File: src/cpm_pkg.sv
/*
 * Constants and carrier types for the codec power, path and mode register bank.
 * Assumes an 8-bit register space with 5-bit addresses driven by the serial control port.
 */
package cpm_pkg;

    localparam int ADDR_W = 5;
    localparam int DATA_W = 8;
    localparam int WORD_W = 16;
    localparam int RAMP_W = 11;

    // Register offsets
    localparam logic [4:0] ADDR_POWER_ONE = 5'h00;
    localparam logic [4:0] ADDR_POWER_TWO = 5'h01;
    localparam logic [4:0] ADDR_SELECT_ONE = 5'h02;
    localparam logic [4:0] ADDR_SELECT_TWO = 5'h03;
    localparam logic [4:0] ADDR_MODE_ONE = 5'h04;
    localparam logic [4:0] ADDR_MODE_TWO = 5'h05;
    localparam logic [4:0] ADDR_DAC_CTRL = 5'h06;
    localparam logic [4:0] ADDR_LEFT_ATT = 5'h0c;
    localparam logic [4:0] ADDR_RIGHT_ATT = 5'h0d;
    localparam logic [4:0] ADDR_POWER_THREE = 5'h10;

    // Reset values
    localparam logic [7:0] RST_POWER_ONE = 8'h00;
    localparam logic [7:0] RST_POWER_TWO = 8'h80;
    localparam logic [7:0] RST_SELECT_ONE = 8'h00;
    localparam logic [7:0] RST_SELECT_TWO = 8'h03;
    localparam logic [7:0] RST_MODE_ONE = 8'h02;
    localparam logic [7:0] RST_MODE_TWO = 8'h00;
    localparam logic [7:0] RST_DAC_CTRL = 8'h11;
    localparam logic [7:0] RST_ATT = 8'h00;
    localparam logic [7:0] RST_POWER_THREE = 8'h00;

    // Writable bit masks; cleared bits are read-only zero
    localparam logic [7:0] MASK_FULL = 8'hff;
    localparam logic [7:0] MASK_SELECT_TWO = 8'hdf;
    localparam logic [7:0] MASK_MODE_TWO = 8'he7;
    localparam logic [7:0] MASK_POWER_THREE = 8'h1f;

    // First power register bits
    localparam int P1_COMMON_VOLTAGE = 7;
    localparam int P1_STEREO_BEEP = 6;
    localparam int P1_MONO_BEEP = 5;
    localparam int P1_LINE_OUT = 4;
    localparam int P1_MONO_OUT = 3;
    localparam int P1_LEFT_GAIN = 2;
    localparam int P1_LEFT_MIC = 1;
    localparam int P1_LEFT_ADC = 0;
    // Second power register bits
    localparam int P2_CLOCK_PULLDOWN = 7;
    localparam int P2_CRYSTAL = 6;
    localparam int P2_PLL = 5;
    localparam int P2_SPEAKER_GAIN = 4;
    localparam int P2_SPEAKER = 3;
    localparam int P2_LEFT_HP_COMMON = 2;
    localparam int P2_RIGHT_HP_COMMON = 1;
    localparam int P2_DAC = 0;
    // Third power register bits
    localparam int P3_RIGHT_GAIN = 2;
    localparam int P3_RIGHT_MIC = 1;
    localparam int P3_RIGHT_ADC = 0;
    // First signal select bits
    localparam int S1_MONO_GAIN = 7;
    localparam int S1_MONO_SAVE = 6;
    localparam int S1_DAC_MONO = 5;
    localparam int S1_MIC_MONO = 4;
    localparam int S1_SBEEP_SPK = 3;
    localparam int S1_MBEEP_SPK = 2;
    localparam int S1_LEVEL_SPK = 1;
    localparam int S1_SECOND_MONO_OUTPUT_ENABLE_EN = 0;
    // Second signal select bits
    localparam int S2_DAC_STEREO = 7;
    localparam int S2_LINE_SAVE = 6;
    localparam int S2_MIC_STEREO = 4;
    localparam int S2_SBEEP_HP = 3;
    localparam int S2_MBEEP_HP = 2;
    localparam int S2_LEFT_HP_OFF = 1;
    localparam int S2_RIGHT_HP_OFF = 0;
    // Mode fields
    localparam int M1_PLL_SEL_LSB = 6;
    localparam int M1_CLK_RATIO_LSB = 4;
    localparam int M1_MCLK_OUT = 3;
    localparam int M1_BCLK_RATIO = 2;
    localparam int M1_FORMAT_LSB = 0;
    localparam int M2_RATE_LSB = 5;
    localparam int M2_HP_MONO = 2;
    localparam int M2_LOOPBACK = 1;
    localparam int M2_SPK_SAVE = 0;
    // DAC control fields
    localparam int D_MUTE_TIME_LSB = 6;
    localparam int D_SOFT_MUTE = 5;
    localparam int D_ATT_LINK = 4;
    localparam int D_BOOST_LSB = 2;
    localparam int D_DEEMPH_LSB = 0;

    // Soft mute ramp length in samples, indexed by the time code
    localparam logic [10:0] MUTE_RAMP_LEN [4] = '{11'h400, 11'h200, 11'h100, 11'h080};

    typedef enum logic [1:0] {
        SECOND_MONO_OUTPUT_ENABLE_HIZ = 2'b00,
        SECOND_MONO_OUTPUT_ENABLE_COMMON_VOLTAGE = 2'b01,
        SECOND_MONO_OUTPUT_ENABLE_MIX = 2'b10
    } cpm_second_mono_output_enable_t;

    typedef struct packed {
        logic common_voltage;
        logic stereo_beep;
        logic mono_beep;
        logic line_out;
        logic mono_out;
        logic left_mic;
        logic left_input_gain;
        logic left_adc;
        logic right_mic;
        logic right_input_gain;
        logic right_adc;
        logic dac;
        logic speaker;
        logic left_hp_common;
        logic right_hp_common;
        logic pll;
        logic crystal_osc;
        logic clock_input_pulldown;
        logic speaker_high_power;
        logic input_gain_stage_gain_reset;
    } cpm_power_t;

    typedef struct packed {
        logic stereo_beep_to_headphone;
        logic mono_beep_to_headphone;
        logic stereo_beep_to_speaker;
        logic mono_beep_to_speaker;
        logic level_control_to_speaker;
        logic mic_to_mono_line;
        logic dac_to_mono_line;
        logic mono_line_active;
        logic mono_line_gain_low;
        logic mic_to_stereo_outputs;
        logic dac_to_stereo_outputs;
        logic line_output_active;
        logic left_headphone_on;
        logic right_headphone_on;
        logic headphone_mono;
        logic speaker_normal;
        cpm_second_mono_output_enable_t second_mono_output_enable_mode;
    } cpm_route_t;

    typedef struct packed {
        logic [1:0] audio_format;
        logic bit_clock_32fs;
        logic master_clock_out_en;
        logic [1:0] output_clock_ratio;
        logic [1:0] pll_input_select;
        logic [2:0] sample_rate_mode;
        logic loopback;
    } cpm_mode_t;

    typedef struct packed {
        logic [1:0] deemphasis;
        logic [1:0] bass_boost;
        logic soft_mute;
        logic [10:0] mute_ramp_len;
        logic [7:0] left_att;
        logic [7:0] right_att;
    } cpm_dac_t;

endpackage : cpm_pkg

File: src/cpm_sync.sv
/*
 * Two-flop synchroniser for asynchronous level inputs, one chain per bit.
 * Assumes the inputs are slow levels; only the second flop is read outside.
 */
`timescale 1ns/1ps
module cpm_sync #(
    parameter int WIDTH = 2
) (
    input wire logic CLK,
    input wire logic RSTN,
    input wire logic [WIDTH-1:0] D,
    output logic [WIDTH-1:0] Q
);

    logic [WIDTH-1:0] meta_q;

    // One two-flop chain per input bit
    genvar i;
    generate
        for (i = 0; i < WIDTH; i++)
        begin : g_bit
            always_ff @(posedge CLK)
            begin
                if (!RSTN)
                begin
                    meta_q[i] <= 1'b0;
                    Q[i] <= 1'b0;
                end
                else
                begin
                    meta_q[i] <= D[i];
                    Q[i] <= meta_q[i];
                end
            end
        end
    endgenerate

endmodule : cpm_sync

File: src/cpm_regs.sv
/*
 * Power, signal path and mode control register bank of the stereo codec.
 * Assumes the serial control port decodes frames into write and read strobes
 * with a register address, all on CLK; audio words arrive on CLK as well.
 */
// Functional notes
// - Stereo beep power bit low never cuts beep routes; only route bits do.
// - Each power bit gates its own block; power-down pin low turns everything off.
// - All power bits zero except pull-down: everything off, registers kept.
// - Input gain reset while both mic and both input gain power bits are zero.
// - Second mono output: common voltage at zero, half mix at one, high-Z unpowered.
// - Level control, mono beep and stereo beep mix into speaker when set.
// - Mono line carries left input gain or DAC per its route bits.
// - Mono line power save parks pins; gain bit picks +6dB or -17dB.
// - Headphone off bits default one; beep route bits mix into headphone.
// - DAC and mic routes feed stereo outputs; line select needs line power.
// - Format defaults to 10; bit clock ratio 64/32fs only in master mode.
// - Clock output off, ratio 256fs, PLL input 12.288MHz after reset.
// - Speaker save bit acts only with speaker power; speaker off after power-down.
// - Loopback routes ADC words to DAC and ignores serial playback data.
// - Headphone mono drives half mix to both headphone channels.
// - Sample rate mode resets to 000 for 44.1kHz.
// - De-emphasis resets to 01 (off); bass boost resets to 00 (off).
// - Attenuator link: left field drives both channels; right register unchanged.
// - Soft mute acts digitally, independent of attenuation.
// - Clock input pull-down defaults one; PLL bit zero selects external clock.
// - Power-down pin low returns every register to default.
// - Soft mute time codes give 1024, 512, 256, 128 sample ramps.
`timescale 1ns/1ps
module cpm_regs (
    input wire logic CLK,
    input wire logic RSTN,
    input wire logic POWER_DOWN_PIN_N,
    input wire logic MASTER_MODE_PIN,
    input wire logic WR_STB,
    input wire logic RD_STB,
    input wire logic [4:0] ADDR,
    input wire logic [7:0] WDATA,
    output logic [7:0] RDATA,
    output logic RD_VALID,
    input wire logic [15:0] ADC_WORD,
    input wire logic [15:0] SERIAL_WORD,
    output logic [15:0] DAC_WORD,
    output cpm_pkg::cpm_power_t POWER,
    output cpm_pkg::cpm_route_t ROUTE,
    output cpm_pkg::cpm_mode_t MODE,
    output cpm_pkg::cpm_dac_t DAC
);

    logic [1:0] pin_s;
    logic pdn_s;
    logic master_s;
    logic clr;
    logic [7:0] pm1_q, pm2_q, pm3_q, sel1_q, sel2_q, mode1_q, mode2_q, dacc_q, attl_q, attr_q;
    logic [7:0] rdata_d;
    logic all_off;
    logic on;

    // Pins cross into CLK through two flops
    cpm_sync #(.WIDTH(2)) cpm_sync_inst (
        .CLK(CLK),
        .RSTN(RSTN),
        .D({POWER_DOWN_PIN_N, MASTER_MODE_PIN}),
        .Q(pin_s)
    );
    assign pdn_s = pin_s[1];
    assign master_s = pin_s[0];
    assign clr = !RSTN || !pdn_s;

    // Register writes; reserved bits masked off on the way in
    always_ff @(posedge CLK)
    begin
        if (clr)
        begin
            pm1_q <= cpm_pkg::RST_POWER_ONE;
            pm2_q <= cpm_pkg::RST_POWER_TWO;
            pm3_q <= cpm_pkg::RST_POWER_THREE;
            sel1_q <= cpm_pkg::RST_SELECT_ONE;
            sel2_q <= cpm_pkg::RST_SELECT_TWO;
            mode1_q <= cpm_pkg::RST_MODE_ONE;
            mode2_q <= cpm_pkg::RST_MODE_TWO;
            dacc_q <= cpm_pkg::RST_DAC_CTRL;
            attl_q <= cpm_pkg::RST_ATT;
            attr_q <= cpm_pkg::RST_ATT;
        end
        else if (WR_STB)
        begin
            case (ADDR)
                cpm_pkg::ADDR_POWER_ONE: pm1_q <= WDATA;
                cpm_pkg::ADDR_POWER_TWO: pm2_q <= WDATA;
                cpm_pkg::ADDR_POWER_THREE: pm3_q <= WDATA & cpm_pkg::MASK_POWER_THREE;
                cpm_pkg::ADDR_SELECT_ONE: sel1_q <= WDATA;
                cpm_pkg::ADDR_SELECT_TWO: sel2_q <= WDATA & cpm_pkg::MASK_SELECT_TWO;
                cpm_pkg::ADDR_MODE_ONE: mode1_q <= WDATA;
                cpm_pkg::ADDR_MODE_TWO: mode2_q <= WDATA & cpm_pkg::MASK_MODE_TWO;
                cpm_pkg::ADDR_DAC_CTRL: dacc_q <= WDATA;
                cpm_pkg::ADDR_LEFT_ATT: attl_q <= WDATA;
                cpm_pkg::ADDR_RIGHT_ATT: attr_q <= WDATA;
                default: ;
            endcase
        end
    end

    // Read mux; unmapped addresses read zero
    always_comb
    begin
        case (ADDR)
            cpm_pkg::ADDR_POWER_ONE: rdata_d = pm1_q;
            cpm_pkg::ADDR_POWER_TWO: rdata_d = pm2_q;
            cpm_pkg::ADDR_POWER_THREE: rdata_d = pm3_q;
            cpm_pkg::ADDR_SELECT_ONE: rdata_d = sel1_q;
            cpm_pkg::ADDR_SELECT_TWO: rdata_d = sel2_q;
            cpm_pkg::ADDR_MODE_ONE: rdata_d = mode1_q;
            cpm_pkg::ADDR_MODE_TWO: rdata_d = mode2_q;
            cpm_pkg::ADDR_DAC_CTRL: rdata_d = dacc_q;
            cpm_pkg::ADDR_LEFT_ATT: rdata_d = attl_q;
            cpm_pkg::ADDR_RIGHT_ATT: rdata_d = attr_q;
            default: rdata_d = 8'h00;
        endcase
    end

    // Read data captured one cycle after the strobe
    always_ff @(posedge CLK)
    begin
        if (!RSTN)
        begin
            RDATA <= 8'h00;
            RD_VALID <= 1'b0;
        end
        else
        begin
            RD_VALID <= RD_STB;
            if (RD_STB)
            begin
                RDATA <= rdata_d;
            end
        end
    end

    // Global power gate: pin low or every power bit but the pull-down clear
    assign all_off = (pm1_q == 8'h00) && (pm3_q == 8'h00)
        && (pm2_q[cpm_pkg::P2_CLOCK_PULLDOWN-1:0] == 7'h00);
    assign on = pdn_s && !all_off;

    // Block power enables, each bit gating its own block; mic bits also power their input gain stage
    always_ff @(posedge CLK)
    begin
        if (!RSTN)
        begin
            POWER <= '0;
            POWER.clock_input_pulldown <= 1'b1;
            POWER.input_gain_stage_gain_reset <= 1'b1;
        end
        else
        begin
            POWER.common_voltage <= on && pm1_q[cpm_pkg::P1_COMMON_VOLTAGE];
            POWER.stereo_beep <= on && pm1_q[cpm_pkg::P1_STEREO_BEEP];
            POWER.mono_beep <= on && pm1_q[cpm_pkg::P1_MONO_BEEP];
            POWER.line_out <= on && pm1_q[cpm_pkg::P1_LINE_OUT];
            POWER.mono_out <= on && pm1_q[cpm_pkg::P1_MONO_OUT];
            POWER.left_mic <= on && pm1_q[cpm_pkg::P1_LEFT_MIC];
            POWER.left_input_gain <= on
                && (pm1_q[cpm_pkg::P1_LEFT_MIC] || pm1_q[cpm_pkg::P1_LEFT_GAIN]);
            POWER.left_adc <= on && pm1_q[cpm_pkg::P1_LEFT_ADC];
            POWER.right_mic <= on && pm3_q[cpm_pkg::P3_RIGHT_MIC];
            POWER.right_input_gain <= on
                && (pm3_q[cpm_pkg::P3_RIGHT_MIC] || pm3_q[cpm_pkg::P3_RIGHT_GAIN]);
            POWER.right_adc <= on && pm3_q[cpm_pkg::P3_RIGHT_ADC];
            POWER.dac <= on && pm2_q[cpm_pkg::P2_DAC];
            POWER.speaker <= on && pm2_q[cpm_pkg::P2_SPEAKER];
            POWER.left_hp_common <= on && pm2_q[cpm_pkg::P2_LEFT_HP_COMMON];
            POWER.right_hp_common <= on && pm2_q[cpm_pkg::P2_RIGHT_HP_COMMON];
            POWER.pll <= on && pm2_q[cpm_pkg::P2_PLL];
            POWER.crystal_osc <= on && pm2_q[cpm_pkg::P2_CRYSTAL];
            POWER.clock_input_pulldown <= pm2_q[cpm_pkg::P2_CLOCK_PULLDOWN];
            POWER.speaker_high_power <= pm2_q[cpm_pkg::P2_SPEAKER_GAIN];
            POWER.input_gain_stage_gain_reset <= !(pm1_q[cpm_pkg::P1_LEFT_MIC] || pm1_q[cpm_pkg::P1_LEFT_GAIN]
                || pm3_q[cpm_pkg::P3_RIGHT_MIC] || pm3_q[cpm_pkg::P3_RIGHT_GAIN]);
        end
    end

    // Analog routing selects; beep routes ignore the beep power bits
    always_ff @(posedge CLK)
    begin
        if (!RSTN)
        begin
            ROUTE <= '0;
            ROUTE.second_mono_output_enable_mode <= cpm_pkg::SECOND_MONO_OUTPUT_ENABLE_HIZ;
        end
        else
        begin
            ROUTE.stereo_beep_to_headphone <= sel2_q[cpm_pkg::S2_SBEEP_HP];
            ROUTE.mono_beep_to_headphone <= sel2_q[cpm_pkg::S2_MBEEP_HP];
            ROUTE.stereo_beep_to_speaker <= sel1_q[cpm_pkg::S1_SBEEP_SPK];
            ROUTE.mono_beep_to_speaker <= sel1_q[cpm_pkg::S1_MBEEP_SPK];
            ROUTE.level_control_to_speaker <= sel1_q[cpm_pkg::S1_LEVEL_SPK];
            ROUTE.mic_to_mono_line <= sel1_q[cpm_pkg::S1_MIC_MONO];
            ROUTE.dac_to_mono_line <= sel1_q[cpm_pkg::S1_DAC_MONO];
            ROUTE.mono_line_active <= sel1_q[cpm_pkg::S1_MONO_SAVE];
            ROUTE.mono_line_gain_low <= sel1_q[cpm_pkg::S1_MONO_GAIN];
            ROUTE.mic_to_stereo_outputs <= sel2_q[cpm_pkg::S2_MIC_STEREO];
            ROUTE.dac_to_stereo_outputs <= sel2_q[cpm_pkg::S2_DAC_STEREO];
            ROUTE.line_output_active <= on && pm1_q[cpm_pkg::P1_LINE_OUT]
                && sel2_q[cpm_pkg::S2_LINE_SAVE];
            ROUTE.left_headphone_on <= !sel2_q[cpm_pkg::S2_LEFT_HP_OFF];
            ROUTE.right_headphone_on <= !sel2_q[cpm_pkg::S2_RIGHT_HP_OFF];
            ROUTE.headphone_mono <= mode2_q[cpm_pkg::M2_HP_MONO];
            ROUTE.speaker_normal <= on && pm2_q[cpm_pkg::P2_SPEAKER]
                && mode2_q[cpm_pkg::M2_SPK_SAVE];
            if (!(on && pm2_q[cpm_pkg::P2_SPEAKER]))
                ROUTE.second_mono_output_enable_mode <= cpm_pkg::SECOND_MONO_OUTPUT_ENABLE_HIZ;
            else if (sel1_q[cpm_pkg::S1_SECOND_MONO_OUTPUT_ENABLE_EN])
                ROUTE.second_mono_output_enable_mode <= cpm_pkg::SECOND_MONO_OUTPUT_ENABLE_MIX;
            else
                ROUTE.second_mono_output_enable_mode <= cpm_pkg::SECOND_MONO_OUTPUT_ENABLE_COMMON_VOLTAGE;
        end
    end

    // Clocking and serial format modes
    always_ff @(posedge CLK)
    begin
        if (!RSTN)
        begin
            MODE <= '0;
            MODE.audio_format <= cpm_pkg::RST_MODE_ONE[cpm_pkg::M1_FORMAT_LSB +: 2];
        end
        else
        begin
            MODE.audio_format <= mode1_q[cpm_pkg::M1_FORMAT_LSB +: 2];
            MODE.bit_clock_32fs <= master_s && mode1_q[cpm_pkg::M1_BCLK_RATIO];
            MODE.master_clock_out_en <= mode1_q[cpm_pkg::M1_MCLK_OUT];
            MODE.output_clock_ratio <= mode1_q[cpm_pkg::M1_CLK_RATIO_LSB +: 2];
            MODE.pll_input_select <= mode1_q[cpm_pkg::M1_PLL_SEL_LSB +: 2];
            MODE.sample_rate_mode <= mode2_q[cpm_pkg::M2_RATE_LSB +: 3];
            MODE.loopback <= mode2_q[cpm_pkg::M2_LOOPBACK];
        end
    end

    // DAC controls and effective attenuation
    always_ff @(posedge CLK)
    begin
        if (!RSTN)
        begin
            DAC <= '0;
            DAC.deemphasis <= cpm_pkg::RST_DAC_CTRL[cpm_pkg::D_DEEMPH_LSB +: 2];
            DAC.mute_ramp_len <= cpm_pkg::MUTE_RAMP_LEN[0];
        end
        else
        begin
            DAC.deemphasis <= dacc_q[cpm_pkg::D_DEEMPH_LSB +: 2];
            DAC.bass_boost <= dacc_q[cpm_pkg::D_BOOST_LSB +: 2];
            DAC.soft_mute <= dacc_q[cpm_pkg::D_SOFT_MUTE];
            DAC.mute_ramp_len <= cpm_pkg::MUTE_RAMP_LEN[
                dacc_q[cpm_pkg::D_MUTE_TIME_LSB +: 2]];
            DAC.left_att <= attl_q;
            DAC.right_att <= dacc_q[cpm_pkg::D_ATT_LINK] ? attl_q : attr_q;
        end
    end

    // DAC input word: loopback replaces serial playback data
    always_ff @(posedge CLK)
    begin
        if (!RSTN)
            DAC_WORD <= 16'h0000;
        else
            DAC_WORD <= mode2_q[cpm_pkg::M2_LOOPBACK] ? ADC_WORD : SERIAL_WORD;
    end
endmodule : cpm_regs

File: config.mk
export PLATFORM = sky130hd
export DESIGN_NAME = cpm_regs
export DESIGN_NICKNAME = d
export VERILOG_FILES = /design/src/cpm_pkg.sv /design/src/cpm_sync.sv /design/src/cpm_regs.sv
export SDC_FILE = /design/constraint.sdc
export NUM_CORES = 1
export LEC_CHECK = 0
export BUFFER_PORTS_ARGS = -buffer_cell sky130_fd_sc_hd__buf_2
export CORE_ASPECT_RATIO = 1.2
export CORE_UTILIZATION = 35
export DETAILED_ROUTE_END_ITERATION = 10
export HOLD_SLACK_MARGIN = 0.12
export PLACE_DENSITY = 0.54
export SKIP_CTS_REPAIR_TIMING = 1
export SYNTH_ARGS = -nofsm -noshare
export SYNTH_HDL_FRONTEND = slang
export SYNTH_SLANG_ARGS = --single-unit
File: constraint.sdc
create_clock -name CLK -period 2 [get_ports CLK]
set_input_delay 0 -clock CLK [delete_from_list [all_inputs] [get_ports CLK]]
set_output_delay 0 -clock CLK [all_outputs]
set_load 0.01 [all_outputs]
==> out/summary.txt, run 1 <==
run status: finished, final reports clean
layout cell share with drive strength beyond 1: 25.6%
r2r setup slk: 0.25 ns
Total GRT Usage: 20.8%
critical path, cell by cell: or4_1 > nor3_1 > a31oi_1 > and3_1
ant diodes: 0
Distinct cells, synth: 53
crit-path max FO: 9
Max-Cap Viols: 0
Ports: 158
placed cell count: 1029
CP endpoint kind: flop
largest net degree at the start of global routing: 44
die width: 128 µm
crit path from: pm1_q[5]
final setup violation count: 0
dpl hpwl: 14.1 mm
Root Buffer: clkbuf_16
Comb power frac: 5.5%
Multi-input gate area: 2840 µm²
max_slew headroom: 44.7%
Syn-to-layout area delta: 30.9%
Seq/Total Area, Yosys: 53.6%
Core ar.: 18400 µm²
P_sw: 1.70 mW
Clock transition at path regs: 0.07 ns
sequential cell area: 3560 µm²
worst r2r dst: ROUTE[6]
IO buf count: 150
worst r2r src: pm1_q[5]
HP Class: input pin to flop
Post-Route Skew: 0.00992 ns
Worst R2R Path Depth: 4
CP Data Required Time: 2.33 ns
Clk Latency, worst-skew pair: 0.44 ns
Crit path largest cell delay: 0.55 ns
Pre-antenna DRT Iters: 5
FMAX: 571 MHz
switch share: 22.9%
fin cells: 1108
nets: 894
Pwr Density: 857 nW/µm²
top_reg_cell synth: dfxtp_1
Mean Syn Cell Area: 10.2 µm²
asr flop ratio synth: 0%
Netlist Area Pre-Place: 6650 µm²
# fillers: 1776
CTS tree: yes
vias per cell: 4.86
Sink Count: 178
Static Leak: 4.10 nW
Critical Path Slowest Stage Cell: or4_1
Period minus WS final: 1.75 ns
worst path arrival time: 2.08 ns
Avg WL per Cell: 18.4 µm
htree depth: 4
final wirelength: 20.4 mm
total CTS buffers: 17
Clock power frac: 46.5%
Routed Antenna Nets: 0
Yosys Warn Count: 0
Hold Vio Cnt, Final: 0
initial antenna violation count: 1
GPL Wtd Cong: 0.893
post-synthesis register bit count: 178
Final Max Tran Viols: 0
Row Count: 54
EDFF count, synth: 0
GRT overflow: 0
Sequential Power Share: 47.9%
unrepaired setup endpoints after global routing: false
starting density of the core: 36.2%
clock buffer depth: 2
Initial DRC Count: 316
first-pass GRT wire length: 30.4 mm
Die Ht: 153 µm
CP startpoint kind: flop
Setup CP Type: flop to flop
via count: 5390
end point of the critical path: ROUTE[6]
die area: 19600 µm²
Synth Instances: 655
Internal: 5.75 mW
Sum Neg Setup Slack: 0 ns
VDD IR-drop max: 0.586 mV
vias in the first global route: 5189
Worst-Margin Slew: 0.828 ns
Final Cycle Share: 87.6%
Post-route DRC: 0
-- cell type report --
class | count | area share, %
repair buffers | 215 | 15.6
well taps | 252 | 3.62
inverters | 4 | 0.172
multi-input cells | 427 | 32.7
clock inverters | 14 | 1.98
flip-flops and latches | 178 | 40.9
clock buffers | 18 | 5.04
-- worst min path at each step --
stage	depth (start not counted)	slack (ns)	end	from
2_1_floorplan	1	0.13	cpm_sync_inst.meta_q[0]	MASTER_MODE_PIN
3_3_place_gp	2	0.21	cpm_sync_inst.meta_q[0]	MASTER_MODE_PIN
3_5_place_dp	2	0.21	cpm_sync_inst.meta_q[0]	MASTER_MODE_PIN
4_1_cts	2	-0.24	cpm_sync_inst.meta_q[0]	MASTER_MODE_PIN
5_1_grt	3	0.13	RDATA[3]	ADDR[4]
6_report	3	0.14	RDATA[3]	ADDR[4]
-- power by group through the flow --
| stage | registers (mW) | clock network (mW) | logic, mW |
|---|---|---|---|
| final | 3.57 | 3.47 | 0.412 |
| after global routing | 3.57 | 3.69 | 0.443 |
| after CTS | 3.57 | 3.55 | 0.339 |
| after detailed placement | 3.66 | 0 | 0.338 |
| after global placement | 3.65 | 0 | 0.334 |
| after floorplan | 3.66 | 0 | 0.194 |
-- metrics by stage --
| stage | utilization, % | cell area, µm² | setup WS [ns] | hold WS (ns) | power, mW |
|---|---|---|---|---|---|
| finish | 47.4 | 8710 | 0.248 | 0.135 | 7.46 |
| global route | 47.4 | 8710 | 0.161 | 0.127 | 7.71 |
| CTS | 44.8 | 8240 | 0.227 | -0.243 | 7.46 |
| detailed placement | 41.5 | 7620 | 0.250 | 0.215 | 3.99 |
| global placement | 41.5 | 7620 | 0.310 | 0.206 | 3.99 |
| floorplan | - | 6670 | 0.528 | 0.127 | 3.86 |
-- cell usage after synthesis (all sizes together) (5+ instances only) --
cell | number | area share [%]
nor3 | 5 | 0.45
nor3b | 6 | 0.85
a21oi | 21 | 1.6
nand3 | 37 | 3.2
nor2b | 10 | 0.94
a31oi | 5 | 0.47
nor2 | 90 | 5.1
dfxtp | 178 | 54
and3 | 20 | 1.9
a311oi | 6 | 0.79
nand2 | 26 | 1.5
clkbuf | 24 | 1.4
and2 | 52 | 4.9
mux2i | 96 | 14
buf | 28 | 2.5
-- cell usage in the layout, fill, tap and decap left out, drive strengths merged, types with 2 or more instances in the layout --
| cell type | netlist | layout |
|---|---|---|
| or4 | 4 | 4 |
| o21ai | 2 | 2 |
| buf | 28 | 168 |
| nor4 | 2 | 2 |
| inv | 4 | 9 |
| dlygate4sd3 | 0 | 47 |
| o221a | 2 | 2 |
| a2111oi | 2 | 2 |
| mux2 | 4 | 4 |
| a32oi | 2 | 2 |
| a21oi | 21 | 21 |
| nor3 | 5 | 5 |
| and3 | 20 | 20 |
| nand3b | 3 | 3 |
| o22ai | 4 | 4 |
| nand3 | 37 | 37 |
| dfxtp | 178 | 178 |
| bufinv | 0 | 3 |
| nand2b | 3 | 3 |
| clkinv | 0 | 4 |
| conb | 1 | 7 |
| a311oi | 6 | 6 |
| a211oi | 3 | 3 |
| mux2i | 96 | 96 |
| nand4 | 2 | 2 |
| a31oi | 5 | 5 |
| clkbuf | 24 | 18 |
| clkinvlp | 0 | 2 |
| and2 | 52 | 52 |
| nor2b | 10 | 10 |
| nor2 | 90 | 90 |
| nand2 | 26 | 26 |
| nor3b | 6 | 6 |
-- cells by family after synthesis --
| group | after synthesis | synth area share [%] |
|---|---|---|
| compound gates | 53 | 5.46 |
| buf+inv | 56 | 4.04 |
| flops | 178 | 53.6 |
| mux | 101 | 15.5 |
| other cells | 1 | 0.0564 |
| simple gates | 266 | 21.4 |
-- flip-flops by register name (all words and copies together) (netlist names), 12 cells and up --
signal,flops
DAC,25
DAC_WORD,16
POWER,20
ROUTE,18
MODE,12
-- worst max-delay path, delay by kind of cell, from the launching register on --
kind	cells	cell delay, ns
DFF	1	0.33
AOI/OAI and AO/OA	1	0.26
and+or+nand+nor	3	1.05
-- per-layer routing --
layer,vias up,global-route usage (%),share of wire (%)
met5,-,0,0.064
met4,2,8.40,2.0
met3,27,4.80,5.7
met2,177,35.1,50
met1,2572,25.4,42
li1,2612,-,-
No activity file was read; power rests on OpenSTA's default activity.
==> run 2: changes to the inputs <==
- BUFFER_PORTS_ARGS: -buffer_cell sky130_fd_sc_hd__buf_2 -> -buffer_cell sky130_fd_sc_hd__buf_4
- CAP_MARGIN: not set -> 20
==> run 2 against run 1 <==
  * Combinational power is 9.5% higher
  * Sequential share of layout area fell by 1.7 points
  * Non-clock buffer count shrank 1
  * Sequential power about the same
  * Clock power about the same
  * Total power up 0.18%
  * Critical path depth unchanged
  * Die area unchanged
  * Cell count hardly changed
  * Wire length shrank 2.5%
  * Largest cell class unchanged
  * Highest routed layer is now met4
==> out/summary.txt, run 2 (synthesis gave the netlist of run 1 again) <==
FMAX: 563 MHz (-1.5%)
ant diodes: 0 (unchanged)
Hold Vio Cnt, Final: 0 (unchanged)
Clock transition at path regs: 0.07 ns (about the same)
die area: 19600 µm² (unchanged)
HP Class: input pin to flop
worst path arrival time: 2.11 ns (+0.03 ns)
commonest non-fill, non-tap cell in the layout: dfxtp_1
Routed Antenna Nets: 0 (unchanged)
VDD IR-drop max: 0.534 mV (-8.8%)
Post-Route Skew: 0.00914 ns (-0.000776 ns)
Total GRT Usage: 20.1% (-0.73 points)
Post-route DRC: 0 (unchanged)
final setup violation count: 0 (unchanged)
GPL Wtd Cong: 0.871 (-2.6%)
CTS tree: yes
run status: finished, final reports clean
Worst-Margin Slew: 0.734 ns (-0.0945 ns)
worst r2r dst: ROUTE[6]
starting density of the core: 36.2% (unchanged)
Syn-to-layout area delta: 36.5%
Clk Latency, worst-skew pair: 0.43 ns (about the same)
CP endpoint kind: flop
crit-path max FO: 9 (unchanged)
max_slew headroom: 50.9% (+6.1 points)
Max-Cap Viols: 0 (unchanged)
P_sw: 1.68 mW (-1.6%)
CP startpoint kind: flop
Top Registers: DAC: 25 flops, POWER: 20 flops, ROUTE: 18 flops
dpl hpwl: 13.9 mm (-0.88%)
total CTS buffers: 17 (unchanged)
max FFs per register: 25 (unchanged)
htree depth: 4 (unchanged)
r2r setup slk: 0.22 ns (-0.03 ns)
first-pass GRT wire length: 29.4 mm (-3.2%)
DP Worst Slack: 0.250 ns (+0.0000270 ns)
Comb power frac: 6.0% (+0.5 points)
via count: 5360 (-0.56%)
Sum Neg Setup Slack: 0 ns (unchanged)
Internal: 5.79 mW (+0.70%)
Most flops, register: DAC
Setup CP Type: flop to flop
Period minus WS final: 1.78 ns (+0.0260 ns)
nets: 893 (-0.11%)
Pre-antenna DRT Iters: 5 (unchanged)
Initial DRC Count: 216 (-32%)
vias in the first global route: 5064 (-2.4%)
Die Ht: 153 µm (unchanged)
Ports: 158 (unchanged)
Sequential Power Share: 47.8% (about the same)
worst r2r src: pm1_q[1]
unrepaired setup endpoints after global routing: false
initial antenna violation count: 0 (-1)
die width: 128 µm (unchanged)
clock buffer depth: 2 (unchanged)
worst setup margin: 0.222 ns (-0.0260 ns)
Row Count: 54 (unchanged)
Clock power frac: 46.1% (-0.4 points)
Static Leak: 4.15 nW (+1.0%)
Sink Count: 178 (unchanged)
layout cell share with drive strength beyond 1: 25.4% (-0.20 points)
final wirelength: 19.9 mm (-2.5%)
crit path from: pm1_q[1]
end point of the critical path: ROUTE[6]
switch share: 22.5% (-0.40 points)
most frequent cells in the layout: dfxtp_1, buf_4, mux2i_1
IO buf count: 150 (unchanged)
Root Buffer: clkbuf_16
Core ar.: 18400 µm² (unchanged)
Final Cycle Share: 88.9% (+1.3 points)
CP Data Required Time: 2.33 ns (about the same)
Worst R2R Path Depth: 4 (unchanged)
Avg WL per Cell: 18.0 µm (-2.4%)
largest net degree at the start of global routing: 49 (+11%)
Final Max Tran Viols: 0 (unchanged)
GRT overflow: 0 (unchanged)
vias per cell: 4.84 (-0.47%)
Pwr Density: 823 nW/µm² (-3.9%)
## run 2: worst min path at each step
stage / slack [ns] / endpoint / cells after the start / start
6_report: 0.11 / RDATA[3] / 4 / ADDR[3]
5_1_grt: 0.12 / RDATA[3] / 4 / ADDR[3]
4_1_cts: -0.23 / cpm_sync_inst.meta_q[0] / 2 / MASTER_MODE_PIN
3_5_place_dp: 0.21 / cpm_sync_inst.meta_q[0] / 2 / MASTER_MODE_PIN
3_3_place_gp: 0.21 / cpm_sync_inst.meta_q[0] / 2 / MASTER_MODE_PIN
2_1_floorplan: 0.13 / cpm_sync_inst.meta_q[0] / 1 / MASTER_MODE_PIN
## run 2: per-layer routing
layer | vias up | wire length (µm) | GRT usage [%] | share of wire [%]
li1 | 2608 | - | - | -
met1 | 2556 | 8480 | 25.0 | 43
met2 | 170 | 10000 | 34.5 | 50
met3 | 26 | 1010 | 3.92 | 5.1
met4 | 0 | 374 | 6.67 | 1.9
met5 | - | 0 | 0 | 0
## run 2: per-stage QoR
stage / cell area, µm² / std cells / hold slack [ns] / total power [mW] / util [%]
4_1_cts: 8600 / 1059 / -0.230 / 7.45 / 46.8
3_5_place_dp: 7980 / 1027 / 0.214 / 4.03 / 43.4
6_report: 9080 / 1107 / 0.105 / 7.47 / 49.4
2_1_floorplan: 6670 / 661 / 0.127 / 3.86 / -
3_3_place_gp: 7980 / 1027 / 0.212 / 4.02 / 43.4
5_1_grt: 9080 / 1107 / 0.121 / 7.72 / 49.4
## run 2: final cells by class
class / count / area (µm²)
clock inverters: 14 / 175
fillers: 1720 / 9300
well taps: 252 / 315
repair buffers: 214 / 1730
flip-flops and latches: 178 / 3560
clock buffers: 18 / 439
inverters: 4 / 15.0
multi-input cells: 427 / 2840
## run 2: power by group through the flow
stage | Clock (mW) | Combinational, mW | Sequential [mW]
2_1_floorplan | 0 | 0.194 | 3.66
3_3_place_gp | 0 | 0.368 | 3.66
3_5_place_dp | 0 | 0.372 | 3.66
4_1_cts | 3.50 | 0.373 | 3.57
5_1_grt | 3.66 | 0.480 | 3.58
6_report | 3.45 | 0.451 | 3.58
## run 2: critical path, cell delays in order, from the launching register on
cell and delay [ns]:
dfxtp_1 0.34, or4_1 0.57, nor3_1 0.18, a31oi_1 0.30
and3_1 0.29
==> run 3: changes to the inputs <==
- PLACE_DENSITY: 0.54 -> 0.53
==> run 3 against run 2 <==
  * Register-to-register slack is essentially flat
  * Maximum frequency shrank 0.12%
  * Via count grew 0.97%
  * Cell count shrank 0.27%
  * Clock power shrank 8.4%
  * Critical path depth is the same
  * Hold slack lost 0.0015 ns
  * Global-route usage grew 0.43 points
  * Largest cell class unchanged
==> out/summary.txt, run 3 (synthesis gave the netlist of run 1 again) <==
Final Max Tran Viols: 0 (unchanged)
final setup violation count: 0 (unchanged)
commonest non-fill, non-tap cell in the layout: dfxtp_1
Setup CP Type: flop to flop
Worst-Margin Slew: 0.687 ns (-0.0468 ns)
largest net degree at the start of global routing: 37 (-24%)
layout cell share with drive strength beyond 1: 24.6% (-0.73 points)
FMAX: 562 MHz (-0.12%)
Post-route DRC: 0 (unchanged)
Final Cycle Share: 89.0% (+0.10 points)
initial antenna violation count: 0 (unchanged)
Row Count: 54 (unchanged)
Most flops, register: DAC
CP endpoint kind: flop
dpl hpwl: 14.2 mm (+1.7%)
Hold Vio Cnt, Final: 0 (unchanged)
Post-Route Skew: 0.00581 ns (-0.00333 ns)
vias in the first global route: 5207 (+2.8%)
first-pass GRT wire length: 29.8 mm (+1.2%)
Pwr Density: 798 nW/µm² (-3.1%)
starting density of the core: 36.2% (unchanged)
total CTS buffers: 17 (unchanged)
Clk Latency, worst-skew pair: 0.43 ns (about the same)
VDD IR-drop max: 0.604 mV (+13%)
most frequent cells in the layout: dfxtp_1, buf_4, mux2i_1
final wirelength: 20.4 mm (+2.7%)
GRT overflow: 0 (unchanged)
Initial DRC Count: 298 (+38%)
Routed Antenna Nets: 0 (unchanged)
Static Leak: 4.11 nW (-0.77%)
Top Registers: DAC: 25 flops, POWER: 20 flops, ROUTE: 18 flops
die area: 19600 µm² (unchanged)
Sum Neg Setup Slack: 0 ns (unchanged)
Total GRT Usage: 20.5% (+0.43 points)
Max-Cap Viols: 0 (unchanged)
GPL Wtd Cong: 0.891 (+2.3%)
worst path arrival time: 2.11 ns (about the same)
die width: 128 µm (unchanged)
Period minus WS final: 1.78 ns (+0.00206 ns)
Sink Count: 178 (unchanged)
final core area utilization: 49.0% (-0.37 points)
via count: 5412 (+0.97%)
Clock transition at path regs: 0.06 ns (about the same)
worst r2r src: pm1_q[5]
crit path from: pm1_q[5]
CTS tree: yes
nets: 894 (+0.11%)
ant diodes: 0 (unchanged)
vias per cell: 4.90 (+1.2%)
CP startpoint kind: flop
CP Data Required Time: 2.33 ns (about the same)
crit-path max FO: 9 (unchanged)
max_slew headroom: 54.0% (+3.1 points)
unrepaired setup endpoints after global routing: false
max FFs per register: 25 (unchanged)
run status: finished, final reports clean
Ports: 158 (unchanged)
Avg WL per Cell: 18.5 µm (+3.0%)
htree depth: 4 (unchanged)
HP Class: input pin to flop
IO buf count: 150 (unchanged)
Core ar.: 18400 µm² (unchanged)
Hold Startpoint: ADDR[3]
Pre-antenna DRT Iters: 5 (unchanged)
Root Buffer: clkbuf_16
clock buffer depth: 2 (unchanged)
Syn-to-layout area delta: 35.5%
Die Ht: 153 µm (unchanged)
## run 3: worst paths after layout
check / slack [ns] / depth (start not counted) / endpoint
max: 0.22 / 4 / ROUTE[6]
min: 0.10 / 4 / RDATA[3]
max reg2reg: 0.22 / 4 / ROUTE[6]
min reg2reg: 0.44 / 1 / cpm_sync_inst.Q[0]
## run 3: stage by stage
| stage | hold slack, ns | instances | setup slack, ns | total power [mW] | cell area (µm²) |
|---|---|---|---|---|---|
| floorplan | 0.127 | 661 | 0.528 | 3.86 | 6670 |
| global placement | 0.212 | 1028 | 0.316 | 4.03 | 7990 |
| detailed placement | 0.221 | 1028 | 0.264 | 4.03 | 7990 |
| CTS | -0.227 | 1056 | 0.241 | 7.17 | 8530 |
| global route | 0.138 | 1104 | 0.147 | 7.44 | 9010 |
| finish | 0.104 | 1104 | 0.220 | 7.19 | 9010 |
## run 3: critical path, cell delays in order (launching register included)
cell,delay [ns]
dfxtp_1,0.33
or4_1,0.57
nor3_1,0.21
a31oi_1,0.27
and3_1,0.29
## run 3: layer usage
metal / track usage (%) / share of wire (%)
met5: 0 / 0
met4: 8.40 / 2.8
met3: 3.89 / 5.3
met2: 34.8 / 49
met1: 25.3 / 43
## run 3: power breakdown
part / switching, mW / internal [mW] / total (mW)
combinational: 0.244 / 0.212 / 0.456
clock: 1.32 / 1.84 / 3.16
sequential: 0.00833 / 3.57 / 3.58
total: 1.57 / 5.62 / 7.19
## run 3: cell type report
type	instances	area [µm²]
fillers	1750	9370
flip-flops and latches	178	3560
multi-input cells	427	2840
repair buffers	215	1730
clock buffers	22	454
well taps	252	315
clock inverters	6	85.1
inverters	4	15.0
